## config.mk

```make
export PLATFORM = sky130hd
export DESIGN_NAME = sld_ctrl
export DESIGN_NICKNAME = d
export VERILOG_FILES = /design/src/verilog/sld_pkg.sv /design/src/verilog/sld_ctrl.sv
export SDC_FILE = /design/constraint.sdc
export NUM_CORES = 1
export LEC_CHECK = 0
export BUFFER_PORTS_ARGS = -buffer_cell sky130_fd_sc_hd__buf_2
export CORE_MARGIN = 4
export CORE_UTILIZATION = 49
export DETAILED_ROUTE_END_ITERATION = 7
export GPL_TIMING_DRIVEN = 0
export PLACE_DENSITY = 0.8
export SETUP_SLACK_MARGIN = 0.1
export SYNTH_ARGS = -nofsm -noshare
export SYNTH_HDL_FRONTEND = slang
export SYNTH_SLANG_ARGS = --single-unit
```

## constraint.sdc

```tcl
create_clock -name core_clk -period 2.6 [get_ports core_clk]
set_input_delay 0.52 -clock core_clk [delete_from_list [all_inputs] [get_ports core_clk]]
set_output_delay 0.52 -clock core_clk [all_outputs]
set_load 0.005 [all_outputs]
```

## src/verilog/sld_pkg.sv

```systemverilog
// Package with register map, field positions and timing of the supply level detector
package sld_pkg;
  // Wishbone word addresses (byte offsets)
  localparam logic [3:0] SLD_ADDR_CTRL = 4'h0;
  localparam logic [3:0] SLD_ADDR_STAT = 4'h4;
  localparam logic [3:0] SLD_ADDR_IRQ_STAT = 4'h8;
  localparam logic [3:0] SLD_ADDR_IRQ_MASK = 4'hc;
  // Control register fields
  localparam int SLD_CTRL_RANGE_BIT = 3;
  localparam int SLD_CTRL_TRIM_MSB = 2;
  // Status register fields
  localparam int SLD_STAT_RESULT_BIT = 2;
  localparam int SLD_STAT_VALID_BIT = 1;
  localparam int SLD_STAT_ENABLE_BIT = 0;
  // Interrupt status bits
  localparam int SLD_IRQ_LOW_BIT = 0;
  localparam int SLD_IRQ_VALID_BIT = 1;
  localparam int SLD_IRQ_WIDTH = 2;
  // Position in the mid priority interrupt bank
  localparam int SLD_MID_BANK_BIT = 2;
  localparam int SLD_MID_BANK_WIDTH = 8;
  // Reset values
  localparam logic [7:0] SLD_CTRL_RESET = 8'h00;
  localparam logic [7:0] SLD_STAT_RESET = 8'h00;
  localparam logic [1:0] SLD_IRQ_RESET = 2'h0;
  // Timing
  localparam int SLD_CLK_HZ = 50000000;
  localparam int SLD_SETTLE_US = 2000;
  localparam int SLD_SETTLE_CYCLES = (SLD_CLK_HZ / 1000000) * SLD_SETTLE_US;
  // Enable state sequence
  typedef enum logic [1:0] {
    SLD_OFF,
    SLD_SETTLE,
    SLD_VALID
  } sld_state_t;
endpackage

```

## src/verilog/sld_ctrl.sv

```systemverilog
// Supply level detector control, status, Wishbone slave and interrupt logic
`timescale 1ns/1ps

//////////////////////////////////////////////////////////////////////////////
module sld_ctrl #(
  parameter int SETTLE_CYCLES = sld_pkg::SLD_SETTLE_CYCLES
) (
  // Clock and reset
  input wire logic core_clk,
  input wire logic arst_n,
  // Wishbone slave
  input wire logic wb_cyc_i,
  input wire logic wb_stb_i,
  input wire logic wb_we_i,
  input wire logic [3:0] wb_adr_i,
  input wire logic [3:0] wb_sel_i,
  input wire logic [31:0] wb_dat_i,
  output logic [31:0] wb_dat_o,
  output logic wb_ack_o,
  // Analog comparator
  input wire logic comp_below,
  output logic detector_enable,
  output logic range_select,
  output logic [2:0] level_trim,
  // Interrupts
  output logic low_supply_irq,
  output logic [sld_pkg::SLD_MID_BANK_WIDTH-1:0] mid_priority_irq_bank
);
  import sld_pkg::*;

  localparam int CW = $clog2(SETTLE_CYCLES + 1);
  localparam logic [CW-1:0] SETTLE_LAST = CW'(SETTLE_CYCLES - 1);

  logic [7:0] ctrl_reg;
  logic enable_reg;
  logic valid_reg;
  logic result_reg;
  logic result_prev_reg;
  logic [2:0] below_sync_reg;
  logic [CW-1:0] settle_cnt_reg;
  sld_state_t state_reg;
  logic [SLD_IRQ_WIDTH-1:0] irq_stat_reg;
  logic [SLD_IRQ_WIDTH-1:0] irq_mask_reg;
  logic [SLD_IRQ_WIDTH-1:0] irq_event;
  logic wb_req;
  logic wr_lane0;
  logic low_edge;

  //////////////////////////////////////////////////////////////////////////////
  // Wishbone access: one ack cycle after the request, dropped the next cycle
  assign wb_req = wb_cyc_i && wb_stb_i && !wb_ack_o;
  assign wr_lane0 = wb_req && wb_we_i && wb_sel_i[0];

  always_ff @(posedge core_clk or negedge arst_n) begin
    if (!arst_n) begin
      wb_ack_o <= 1'b0;
    end else begin
      wb_ack_o <= wb_req;
    end
  end

  always_ff @(posedge core_clk or negedge arst_n) begin
    if (!arst_n) begin
      wb_dat_o <= 32'h0000_0000;
    end else if (wb_req && !wb_we_i) begin
      if (wb_adr_i == SLD_ADDR_CTRL) begin
        wb_dat_o <= {24'h00_0000, ctrl_reg};
      end else if (wb_adr_i == SLD_ADDR_STAT) begin
        wb_dat_o <= {29'h0000_0000, result_reg, valid_reg, enable_reg};
      end else if (wb_adr_i == SLD_ADDR_IRQ_STAT) begin
        wb_dat_o <= {30'h0000_0000, irq_stat_reg};
      end else if (wb_adr_i == SLD_ADDR_IRQ_MASK) begin
        wb_dat_o <= {30'h0000_0000, irq_mask_reg};
      end else begin
        wb_dat_o <= 32'h0000_0000;
      end
    end
  end

  //////////////////////////////////////////////////////////////////////////////
  // Control and enable registers
  always_ff @(posedge core_clk or negedge arst_n) begin
    if (!arst_n) begin
      ctrl_reg <= SLD_CTRL_RESET;
    end else if (wr_lane0 && wb_adr_i == SLD_ADDR_CTRL) begin
      ctrl_reg <= {4'h0, wb_dat_i[3:0]};
    end
  end

  always_ff @(posedge core_clk or negedge arst_n) begin
    if (!arst_n) begin
      enable_reg <= 1'b0;
    end else if (wr_lane0 && wb_adr_i == SLD_ADDR_STAT) begin
      enable_reg <= wb_dat_i[SLD_STAT_ENABLE_BIT];
    end
  end

  // Analog controls held in flops so the pins never glitch
  always_ff @(posedge core_clk or negedge arst_n) begin
    if (!arst_n) begin
      detector_enable <= 1'b0;
      range_select <= 1'b0;
      level_trim <= 3'h0;
    end else begin
      detector_enable <= enable_reg;
      range_select <= ctrl_reg[SLD_CTRL_RANGE_BIT];
      level_trim <= ctrl_reg[SLD_CTRL_TRIM_MSB:0];
    end
  end

  //////////////////////////////////////////////////////////////////////////////
  // Settling sequence; clearing enable aborts it at once
  always_ff @(posedge core_clk or negedge arst_n) begin
    if (!arst_n) begin
      state_reg <= SLD_OFF;
      settle_cnt_reg <= '0;
      valid_reg <= 1'b0;
    end else begin
      case (state_reg)
        SLD_OFF: begin
          valid_reg <= 1'b0;
          settle_cnt_reg <= '0;
          if (enable_reg) begin
            state_reg <= SLD_SETTLE;
          end
        end
        SLD_SETTLE: begin
          if (!enable_reg) begin
            state_reg <= SLD_OFF;
          end else if (settle_cnt_reg == SETTLE_LAST) begin
            state_reg <= SLD_VALID;
            valid_reg <= 1'b1;
          end else begin
            settle_cnt_reg <= settle_cnt_reg + 1'b1;
          end
        end
        SLD_VALID: begin
          if (!enable_reg) begin
            state_reg <= SLD_OFF;
            valid_reg <= 1'b0;
          end
        end
        default: begin
          state_reg <= SLD_OFF;
        end
      endcase
    end
  end

  //////////////////////////////////////////////////////////////////////////////
  // Comparator result: three-stage synchroniser, change accepted when stages 2 and 3 agree
  always_ff @(posedge core_clk or negedge arst_n) begin
    if (!arst_n) begin
      below_sync_reg <= 3'h0;
    end else begin
      below_sync_reg <= {below_sync_reg[1:0], comp_below};
    end
  end

  // Result is forced low while off, since the comparator output is meaningless then
  always_ff @(posedge core_clk or negedge arst_n) begin
    if (!arst_n) begin
      result_reg <= 1'b0;
      result_prev_reg <= 1'b0;
    end else begin
      if (!detector_enable) begin
        result_reg <= 1'b0;
      end else if (below_sync_reg[1] == below_sync_reg[2]) begin
        result_reg <= below_sync_reg[2];
      end
      result_prev_reg <= result_reg;
    end
  end

  assign low_edge = result_reg && !result_prev_reg && valid_reg && enable_reg;

  //////////////////////////////////////////////////////////////////////////////
  // Sticky interrupt status, write one to clear; a new event wins over the clear
  always_comb begin
    irq_event = '0;
    irq_event[SLD_IRQ_LOW_BIT] = low_edge;
    irq_event[SLD_IRQ_VALID_BIT] = (state_reg == SLD_SETTLE) && enable_reg &&
                                   (settle_cnt_reg == SETTLE_LAST);
  end

  always_ff @(posedge core_clk or negedge arst_n) begin
    if (!arst_n) begin
      irq_stat_reg <= SLD_IRQ_RESET;
    end else begin
      for (int i = 0; i < SLD_IRQ_WIDTH; i++) begin
        if (irq_event[i]) begin
          irq_stat_reg[i] <= 1'b1;
        end else if (wr_lane0 && wb_adr_i == SLD_ADDR_IRQ_STAT && wb_dat_i[i]) begin
          irq_stat_reg[i] <= 1'b0;
        end
      end
    end
  end

  always_ff @(posedge core_clk or negedge arst_n) begin
    if (!arst_n) begin
      irq_mask_reg <= SLD_IRQ_RESET;
    end else if (wr_lane0 && wb_adr_i == SLD_ADDR_IRQ_MASK) begin
      irq_mask_reg <= wb_dat_i[SLD_IRQ_WIDTH-1:0];
    end
  end

  always_ff @(posedge core_clk or negedge arst_n) begin
    if (!arst_n) begin
      low_supply_irq <= 1'b0;
      mid_priority_irq_bank <= '0;
    end else begin
      low_supply_irq <= |(irq_stat_reg & irq_mask_reg);
      mid_priority_irq_bank <= '0;
      mid_priority_irq_bank[SLD_MID_BANK_BIT] <= |(irq_stat_reg & irq_mask_reg);
    end
  end

  //////////////////////////////////////////////////////////////////////////////
  // Assertions
  property p_valid_after_settle;
    @(posedge core_clk) disable iff (!arst_n)
      (state_reg == SLD_SETTLE && enable_reg && settle_cnt_reg == SETTLE_LAST) |=> valid_reg;
  endproperty
  a_valid_after_settle: assert property (p_valid_after_settle)
    else $error("valid flag not set at end of settling");

  property p_no_early_valid;
    @(posedge core_clk) disable iff (!arst_n)
      $rose(enable_reg) |-> !valid_reg [*3];
  endproperty
  a_no_early_valid: assert property (p_no_early_valid)
    else $error("valid flag set too early");

  property p_edge_sets_irq;
    @(posedge core_clk) disable iff (!arst_n)
      ($rose(result_reg) && valid_reg && enable_reg) |=> irq_stat_reg[SLD_IRQ_LOW_BIT];
  endproperty
  a_edge_sets_irq: assert property (p_edge_sets_irq)
    else $error("rising result did not set interrupt status");

  property p_no_irq_on_fall;
    @(posedge core_clk) disable iff (!arst_n)
      $rose(irq_stat_reg[SLD_IRQ_LOW_BIT]) |-> $past(result_reg) && !$past(result_prev_reg);
  endproperty
  a_no_irq_on_fall: assert property (p_no_irq_on_fall)
    else $error("interrupt event without rising result");

  property p_no_irq_invalid;
    @(posedge core_clk) disable iff (!arst_n)
      !valid_reg |=> !$rose(irq_stat_reg[SLD_IRQ_LOW_BIT]);
  endproperty
  a_no_irq_invalid: assert property (p_no_irq_invalid)
    else $error("interrupt event before valid");

  property p_enable_pin;
    @(posedge core_clk) disable iff (!arst_n)
      $changed(enable_reg) |=> detector_enable == $past(enable_reg);
  endproperty
  a_enable_pin: assert property (p_enable_pin)
    else $error("detector enable pin does not follow register");

  property p_valid_needs_enable;
    @(posedge core_clk) disable iff (!arst_n)
      $fell(enable_reg) |=> !valid_reg;
  endproperty
  a_valid_needs_enable: assert property (p_valid_needs_enable)
    else $error("valid flag survives disable");

  property p_reserved_zero;
    @(posedge core_clk) disable iff (!arst_n)
      ctrl_reg[7:4] == 4'h0;
  endproperty
  a_reserved_zero: assert property (p_reserved_zero)
    else $error("reserved control bits not zero");

  property p_trim_pin;
    @(posedge core_clk) disable iff (!arst_n)
      $changed(ctrl_reg) |=> level_trim == $past(ctrl_reg[2:0]) &&
                             range_select == $past(ctrl_reg[3]);
  endproperty
  a_trim_pin: assert property (p_trim_pin)
    else $error("trim or range pin does not follow register");

  property p_bank_irq;
    @(posedge core_clk) disable iff (!arst_n)
      mid_priority_irq_bank[SLD_MID_BANK_BIT] ==
        $past((irq_stat_reg[SLD_IRQ_LOW_BIT] && irq_mask_reg[SLD_IRQ_LOW_BIT]) ||
              (irq_stat_reg[SLD_IRQ_VALID_BIT] && irq_mask_reg[SLD_IRQ_VALID_BIT]));
  endproperty
  a_bank_irq: assert property (p_bank_irq)
    else $error("bank bit differs from interrupt");

  property p_ack_one_cycle;
    @(posedge core_clk) disable iff (!arst_n)
      wb_ack_o |=> !wb_ack_o;
  endproperty
  a_ack_one_cycle: assert property (p_ack_one_cycle)
    else $error("ack held longer than one cycle");

  property p_reset_clear;
    @(posedge core_clk) disable iff (!arst_n)
      $rose(arst_n) |-> ctrl_reg == SLD_CTRL_RESET && !enable_reg && !valid_reg &&
                        !result_reg && irq_stat_reg == SLD_IRQ_RESET &&
                        irq_mask_reg == SLD_IRQ_RESET && state_reg == SLD_OFF;
  endproperty
  a_reset_clear: assert property (p_reset_clear)
    else $error("state not cleared by reset");

  property p_result_off;
    @(posedge core_clk) disable iff (!arst_n)
      !detector_enable |=> !result_reg;
  endproperty
  a_result_off: assert property (p_result_off)
    else $error("result flag set while detector is off");

  property p_enable_write;
    @(posedge core_clk) disable iff (!arst_n)
      (wb_cyc_i && wb_stb_i && wb_we_i && wb_sel_i[0] && !wb_ack_o &&
       wb_adr_i == SLD_ADDR_STAT) |=> enable_reg == $past(wb_dat_i[SLD_STAT_ENABLE_BIT]);
  endproperty
  a_enable_write: assert property (p_enable_write)
    else $error("enable bit not written");

  property p_valid_off;
    @(posedge core_clk) disable iff (!arst_n)
      !enable_reg |=> !valid_reg;
  endproperty
  a_valid_off: assert property (p_valid_off)
    else $error("valid flag set while disabled");

  property p_irq_level;
    @(posedge core_clk) disable iff (!arst_n)
      (irq_stat_reg[SLD_IRQ_LOW_BIT] && irq_mask_reg[SLD_IRQ_LOW_BIT]) |=> low_supply_irq;
  endproperty
  a_irq_level: assert property (p_irq_level)
    else $error("unmasked low supply status without interrupt");

  // Guards against a metastable first stage leaking into the result
  property p_sync_stable;
    @(posedge core_clk) disable iff (!arst_n)
      (detector_enable && below_sync_reg[1] != below_sync_reg[2]) |=> $stable(result_reg);
  endproperty
  a_sync_stable: assert property (p_sync_stable)
    else $error("result changed before synchroniser stages agreed");
endmodule

```

==> flow_metrics.env, run 1 <==
export IMPL_status="finished clean"
export IMPL_dr_total_vias=1844
export IMPL_cts_buffers=5
export IMPL_placementRows=25
export IMPL_utilization=0.604
export IMPL_place_hpwl_um=3470
export IMPL_yosys_most_used_dff="dfrtp_1"
export IMPL_max_freq_mhz=489
export IMPL_slowest_delay_ns=0.73
export IMPL_drt_wl_total_um=4760
export IMPL_wl_per_cell_um=12.9
export IMPL_drt_iter0_markers=78
export IMPL_power_density_mw_per_mm2=493
export IMPL_tns_ns=0
export IMPL_die_width_um=78.0
export IMPL_io_pins=93
export IMPL_cts_tree="built"
export IMPL_maxSlewViolCount=0
export IMPL_hold_class="in2reg"
export IMPL_avgSynthCellArea_um2=10.3
export IMPL_critPathBufInv=0
export IMPL_area_growth_pct=18.6
export IMPL_layout_min_cycle_time_ns=2.05
export IMPL_cp_start_kind="flop"
export IMPL_worstPathArrival_ns=2.24
export IMPL_max_cap_viol_count=0
export IMPL_startpoint="settle_cnt_reg[8]"
export IMPL_synth_area_leader_cell="dfrtp_1"
export IMPL_drive_gt1_frac=0.279
export IMPL_synth_edf_count=0
export IMPL_die_y_um=78.0
export IMPL_async_flop_share=1.00
export IMPL_io_buffer_count=25
export IMPL_setup_viol=0
export IMPL_finalHoldViolations=0
export IMPL_ys_seq_area_frac=0.469
export IMPL_grt_pass1_wl_um=8100
export IMPL_htree_levels=2
export IMPL_grt_overflow=0
export IMPL_synth_area_mm2=0.00240
export IMPL_core_mm2=0.00472
export IMPL_syn_inst=234
export IMPL_nNetsFinal=347
export IMPL_drc=0
export IMPL_critPathMaxFanout=10
export IMPL_cp_top_family="simple AND/OR/NAND/NOR gates"
export IMPL_min_from="comp_below"
export IMPL_n_antenna_cell=0
export IMPL_postRouteAntennaNets=0
export IMPL_worstPathRequired_ns=2.79
export IMPL_rsz0062_at_grt="false"
export IMPL_r2r_start="settle_cnt_reg[8]"
export IMPL_max_slew_margin=0.363
export IMPL_cp_slowest_cell="or4b_2"
export IMPL_initial_utilization=0.509
export IMPL_worst_slew_pin_slew_ns=0.956
export IMPL_gp_congestion=0.859
export IMPL_ys_types=46
export IMPL_grt_pass1_vias=1779
export IMPL_p_leak_nw=1.38
export IMPL_grt_use_total=0.168
export IMPL_worst_setup_path_type="reg2reg"
export IMPL_largest_reg_flops=17
export IMPL_cts_setup_buffers=0
export IMPL_cts_buffer_depth=2
export IMPL_vdd_drop_max_mv=0.327
export IMPL_vias_per_cell=5.01
export IMPL_clock_sinks=45
export IMPL_clk_latency_ns=0.31
export IMPL_fin_crit_sh=0.787
export IMPL_clockRootBuffer="clkbuf_8"
export IMPL_crit_path_end_kind="flop"
export IMPL_grt_max_degree=46
export IMPL_worstPathCellList="or4b_2 -> nor4_4 -> or3_2 -> o22ai_1"
export IMPL_first_pass_iters=4
export IMPL_antenna_found_initial=0
export IMPL_synth_top_area_frac=0.469
export IMPL_synth_seq_cells=45
export IMPL_ys_warn_count=0
export IMPL_ctsResizeCount=0
export IMPL_total_power_mw=1.40
export IMPL_path_clk_slew_ns=0.08
export IMPL_fp_dieArea_mm2=0.00609
export IMPL_whs_ns=0.316
export IMPL_finClkSkew_ns=0.00879
export IMPL_cts_hold_buffers=0
export IMPL_yosys_top_cells_area="dfrtp_1 47%, buf_4 11%, nand2_1 3.6%, mux2_2 3.3%, nand3_1 2.7%"
==> stage by stage <==
stage	std cells	instance area, µm²	setup slack (ns)
after floorplan	268	2530	0.761
after global placement	360	2740	0.454
after detailed placement	360	2740	0.438
after CTS	368	2850	0.562
after global routing	368	2850	0.455
final	368	2850	0.554
==> synthesized netlist by cell type (2+ instances only) <==
library cell,number
a21oi_1,2
a22o_1,4
and3_1,6
buf_4,36
clkbuf_1,8
dfrtp_1,45
inv_1,4
mux2_2,7
mux2i_1,2
mux4_2,2
nand2_1,23
nand2b_1,4
nand3_1,13
nand3b_1,3
nand4_1,7
nand4b_1,3
nor2_1,7
nor2b_1,2
nor3_1,4
nor4_1,6
o211ai_1,4
o21ai_0,4
o22ai_1,2
o311ai_0,5
o31ai_1,4
or3_1,2
or4_1,2
or4b_2,2
xnor2_1,4
==> worst reg2reg max path: stages, from the launching register on <==
cell and delay (ns):
dfrtp_1 0.42, or4b_2 0.74, nor4_4 0.43, or3_2 0.26, o22ai_1 0.09
==> logic make-up (layout without fill, tap and decap cells) <==
kind of cell / after synthesis / after routing / share of synthesized area
and+or+nand+nor: 93 / 93 / 0.224
buffers and inverters: 48 / 81 / 0.131
DFF: 45 / 45 / 0.469
AOI/OAI and AO/OA: 31 / 31 / 0.0947
muxes: 11 / 11 / 0.0599
xor gates and xnor gates: 4 / 4 / 0.0146
adders and majority gates: 1 / 1 / 0.00520
other: 1 / 35 / 0.00156
==> metal layers <==
| layer | GRT usage | vias up | share of wire |
|---|---|---|---|
| li1 | - | 915 | - |
| met2 | 0.283 | 63 | 0.49 |
| met5 | 0 | - | 0 |
| met3 | 0.0424 | 10 | 0.076 |
| met4 | 0.0752 | 0 | 0.015 |
| met1 | 0.202 | 856 | 0.41 |
==> final cells by class <==
cell class              instances  area, µm²
fillers                       418       1870
flip-flops and latches         45       1130
multi-input cells             175       1090
plain buffers                  44        300
repair buffers                 25        125
well taps                      67       83.8
clock buffers                   6       72.6
clock inverters                 2       38.8
inverters                       4       15.0
==> power breakdown <==
| group | switching [mW] | internal, mW | total [mW] |
|---|---|---|---|
| clock | 0.241 | 0.288 | 0.530 |
| sequential | 0.0137 | 0.721 | 0.735 |
| combinational | 0.0692 | 0.0709 | 0.140 |
==> path summary, 6_finish.rpt <==
kind / cells past startpoint / slack [ns] / endpoint
setup / recovery: 4 / 0.55 / settle_cnt_reg[1]
hold / removal: 1 / 0.32 / below_sync_reg[0]
setup reg to reg: 4 / 0.55 / settle_cnt_reg[1]
hold reg to reg: 0 / 0.36 / below_sync_reg[1]
max in group asynchronous: 1 / 1.65 / settle_cnt_reg[16]
min in group asynchronous: 1 / 0.36 / wb_dat_o[1]
==> cell usage in the layout (no fill, tap or decap), types with 4 or more instances in the layout <==
master    synthesis  layout
xnor2_1           4       4
nand3_1          13      13
buf_2             0      25
o21ai_0           4       4
o311ai_0          5       5
clkbuf_8          0       5
nand2_1          23      23
o31ai_1           4       4
buf_4            36      36
dfrtp_1          45      45
conb_1            1      35
clkbuf_1          8       9
nor4_1            6       6
nor2_1            7       7
mux2_2            7       7
nand2b_1          4       4
o211ai_1          4       4
and3_1            6       6
nor3_1            4       4
a22o_1            4       4
inv_1             4       4
nand4_1           7       7
(Power assumes the default switching activity.)
==> run 2, diff against run 1 <==
- CORE_UTILIZATION: 49 -> 44
- PLACE_DENSITY: 0.8 -> 0.76
- clock period: 2.6 -> 1.8 ns (I/O delays scaled with it)
==> flow_metrics.env, run 2 (same netlist as run 1, synthesis figures left out) <==
export IMPL_status="finished clean"
export IMPL_setup_viol=0
export IMPL_drc=0
export IMPL_placementRows=26
export IMPL_grt_pass1_wl_um=8120
export IMPL_initial_utilization=0.462
export IMPL_vdd_drop_max_mv=0.400
export IMPL_met2_usage=0.254
export IMPL_dpl_cell_area_mm2=0.00275
export IMPL_drt_iter0_markers=84
export IMPL_final_cells=378
export IMPL_path_clk_slew_ns=0.09
export IMPL_worst_slew_pin_slew_ns=0.951
export IMPL_rsz0062_at_grt="true"
export IMPL_htree_levels=2
export IMPL_use_met3=0.0384
export IMPL_fin_crit_sh=0.991
export IMPL_p_leak_nw=1.43
export IMPL_maxSlewViolCount=0
export IMPL_crit_path_end_kind="flop"
export IMPL_max_cap_viol_count=0
export IMPL_grt_use_total=0.156
export IMPL_postRouteAntennaNets=0
export IMPL_critPathBufInv=1
export IMPL_utilization=0.572
export IMPL_n_antenna_cell=0
export IMPL_setup_ws_ns=0.0157
export IMPL_io_buffer_count=25
export IMPL_io_pins=93
export IMPL_die_y_um=81.9
export IMPL_worstPathRequired_ns=1.99
export IMPL_mostFrequentLayoutCells="42 x buf_4, 42 x dfrtp_1, 35 x conb_1"
export IMPL_drt_wl_total_um=4840
export IMPL_total_power_mw=1.92
export IMPL_cp_top_family="simple AND/OR/NAND/NOR gates"
export IMPL_slowest_delay_ns=0.53
export IMPL_register_area_mm2=0.00113
export IMPL_largest_reg_flops=17
export IMPL_grt_pass1_vias=1803
export IMPL_met1_usage=0.196
export IMPL_vias_per_cell=4.93
export IMPL_max_freq_mhz=560
export IMPL_gr_max_usage_layer="met2"
export IMPL_placedCellCount=363
export IMPL_antenna_found_initial=0
export IMPL_critPathMaxFanout=5
export IMPL_worst_setup_path_type="reg2reg"
export IMPL_layout_min_cycle_time_ns=1.78
export IMPL_cts_hold_buffers=0
export IMPL_finalHoldViolations=0
export IMPL_fin_area_mm2=0.00298
export IMPL_drive_gt1_frac=0.347
export IMPL_power_density_mw_per_mm2=645
export IMPL_wl_per_cell_um=12.8
export IMPL_cts_buffers=5
export IMPL_clk_latency_ns=0.30
export IMPL_cp_start_kind="flop"
export IMPL_grt_overflow=0
export IMPL_n_fill_cell=473
export IMPL_fp_dieArea_mm2=0.00671
export IMPL_core_mm2=0.00520
export IMPL_worstPathCellList="or4b_4 -> nor4_4 -> buf_6 -> or3_4 -> o22ai_1"
export IMPL_first_pass_iters=4
export IMPL_clockRootBuffer="clkbuf_8"
export IMPL_max_slew_margin=0.366
export IMPL_area_growth_pct=23.9
export IMPL_cp_slowest_cell="or4b_4"
export IMPL_die_width_um=81.9
export IMPL_hold_class="in2reg"
export IMPL_gp_congestion=0.900
export IMPL_place_hpwl_um=3350
export IMPL_cts_tree="built"
export IMPL_worstPathArrival_ns=1.97
export IMPL_clock_sinks=45
export IMPL_post_place_ws_ns=-0.217
export IMPL_cts_buffer_depth=2
export IMPL_finClkSkew_ns=0.00578
export IMPL_nNetsFinal=354
export IMPL_grt_max_degree=46
export IMPL_dr_total_vias=1865
export IMPL_multi_input_area_mm2=0.00115
[run 2: final cells by class]
type	instances	share of cell area
sequential	45	0.379
tap	70	0.0294
multi-input combinational	175	0.387
buffer	44	0.108
clock buffer	5	0.0231
inverter	4	0.00504
clock inverter	3	0.00840
timing repair buffer	32	0.0601
[run 2: final timing paths]
path	start	to	slack (ns)	cells after the start
worst max-delay path	settle_cnt_reg[12]	settle_cnt_reg[0]	0.02	5
worst min-delay path	comp_below	below_sync_reg[0]	0.16	1
worst max register to register	settle_cnt_reg[12]	settle_cnt_reg[0]	0.02	5
worst min register to register	below_sync_reg[0]	below_sync_reg[1]	0.35	0
max in group asynchronous	arst_n	settle_cnt_reg[10]	0.95	1
min in group asynchronous	arst_n	wb_ack_o	0.19	1
[run 2: per-layer routing]
layer | vias up | part of all wire
li1 | 922 | -
met1 | 879 | 0.43
met2 | 60 | 0.48
met3 | 4 | 0.075
met4 | 0 | 0.0089
met5 | - | 0
[run 2: timing repair]
action,4_1_cts,5_1_grt
cloned,1,0
pin swaps,8,3
setup endpoints to repair,18,19
resized for setup,12,17
buffers inserted,5,1
[run 2: through the flow]
stage,TNS (ns),hold WS [ns]
after global routing,-0.151,0.146
after CTS,0,0.148
after detailed placement,-2.10,0.336
after global placement,-1.67,0.334
final,0,0.156
after floorplan,0,0.0644
[run 2: report_power, final]
part | internal, mW | switching, mW | leakage (nW) | total, mW
logic | 0.106 | 0.103 | 0.781 | 0.209
clock network | 0.280 | 0.371 | 0.0447 | 0.651
registers | 1.04 | 0.0196 | 0.607 | 1.06
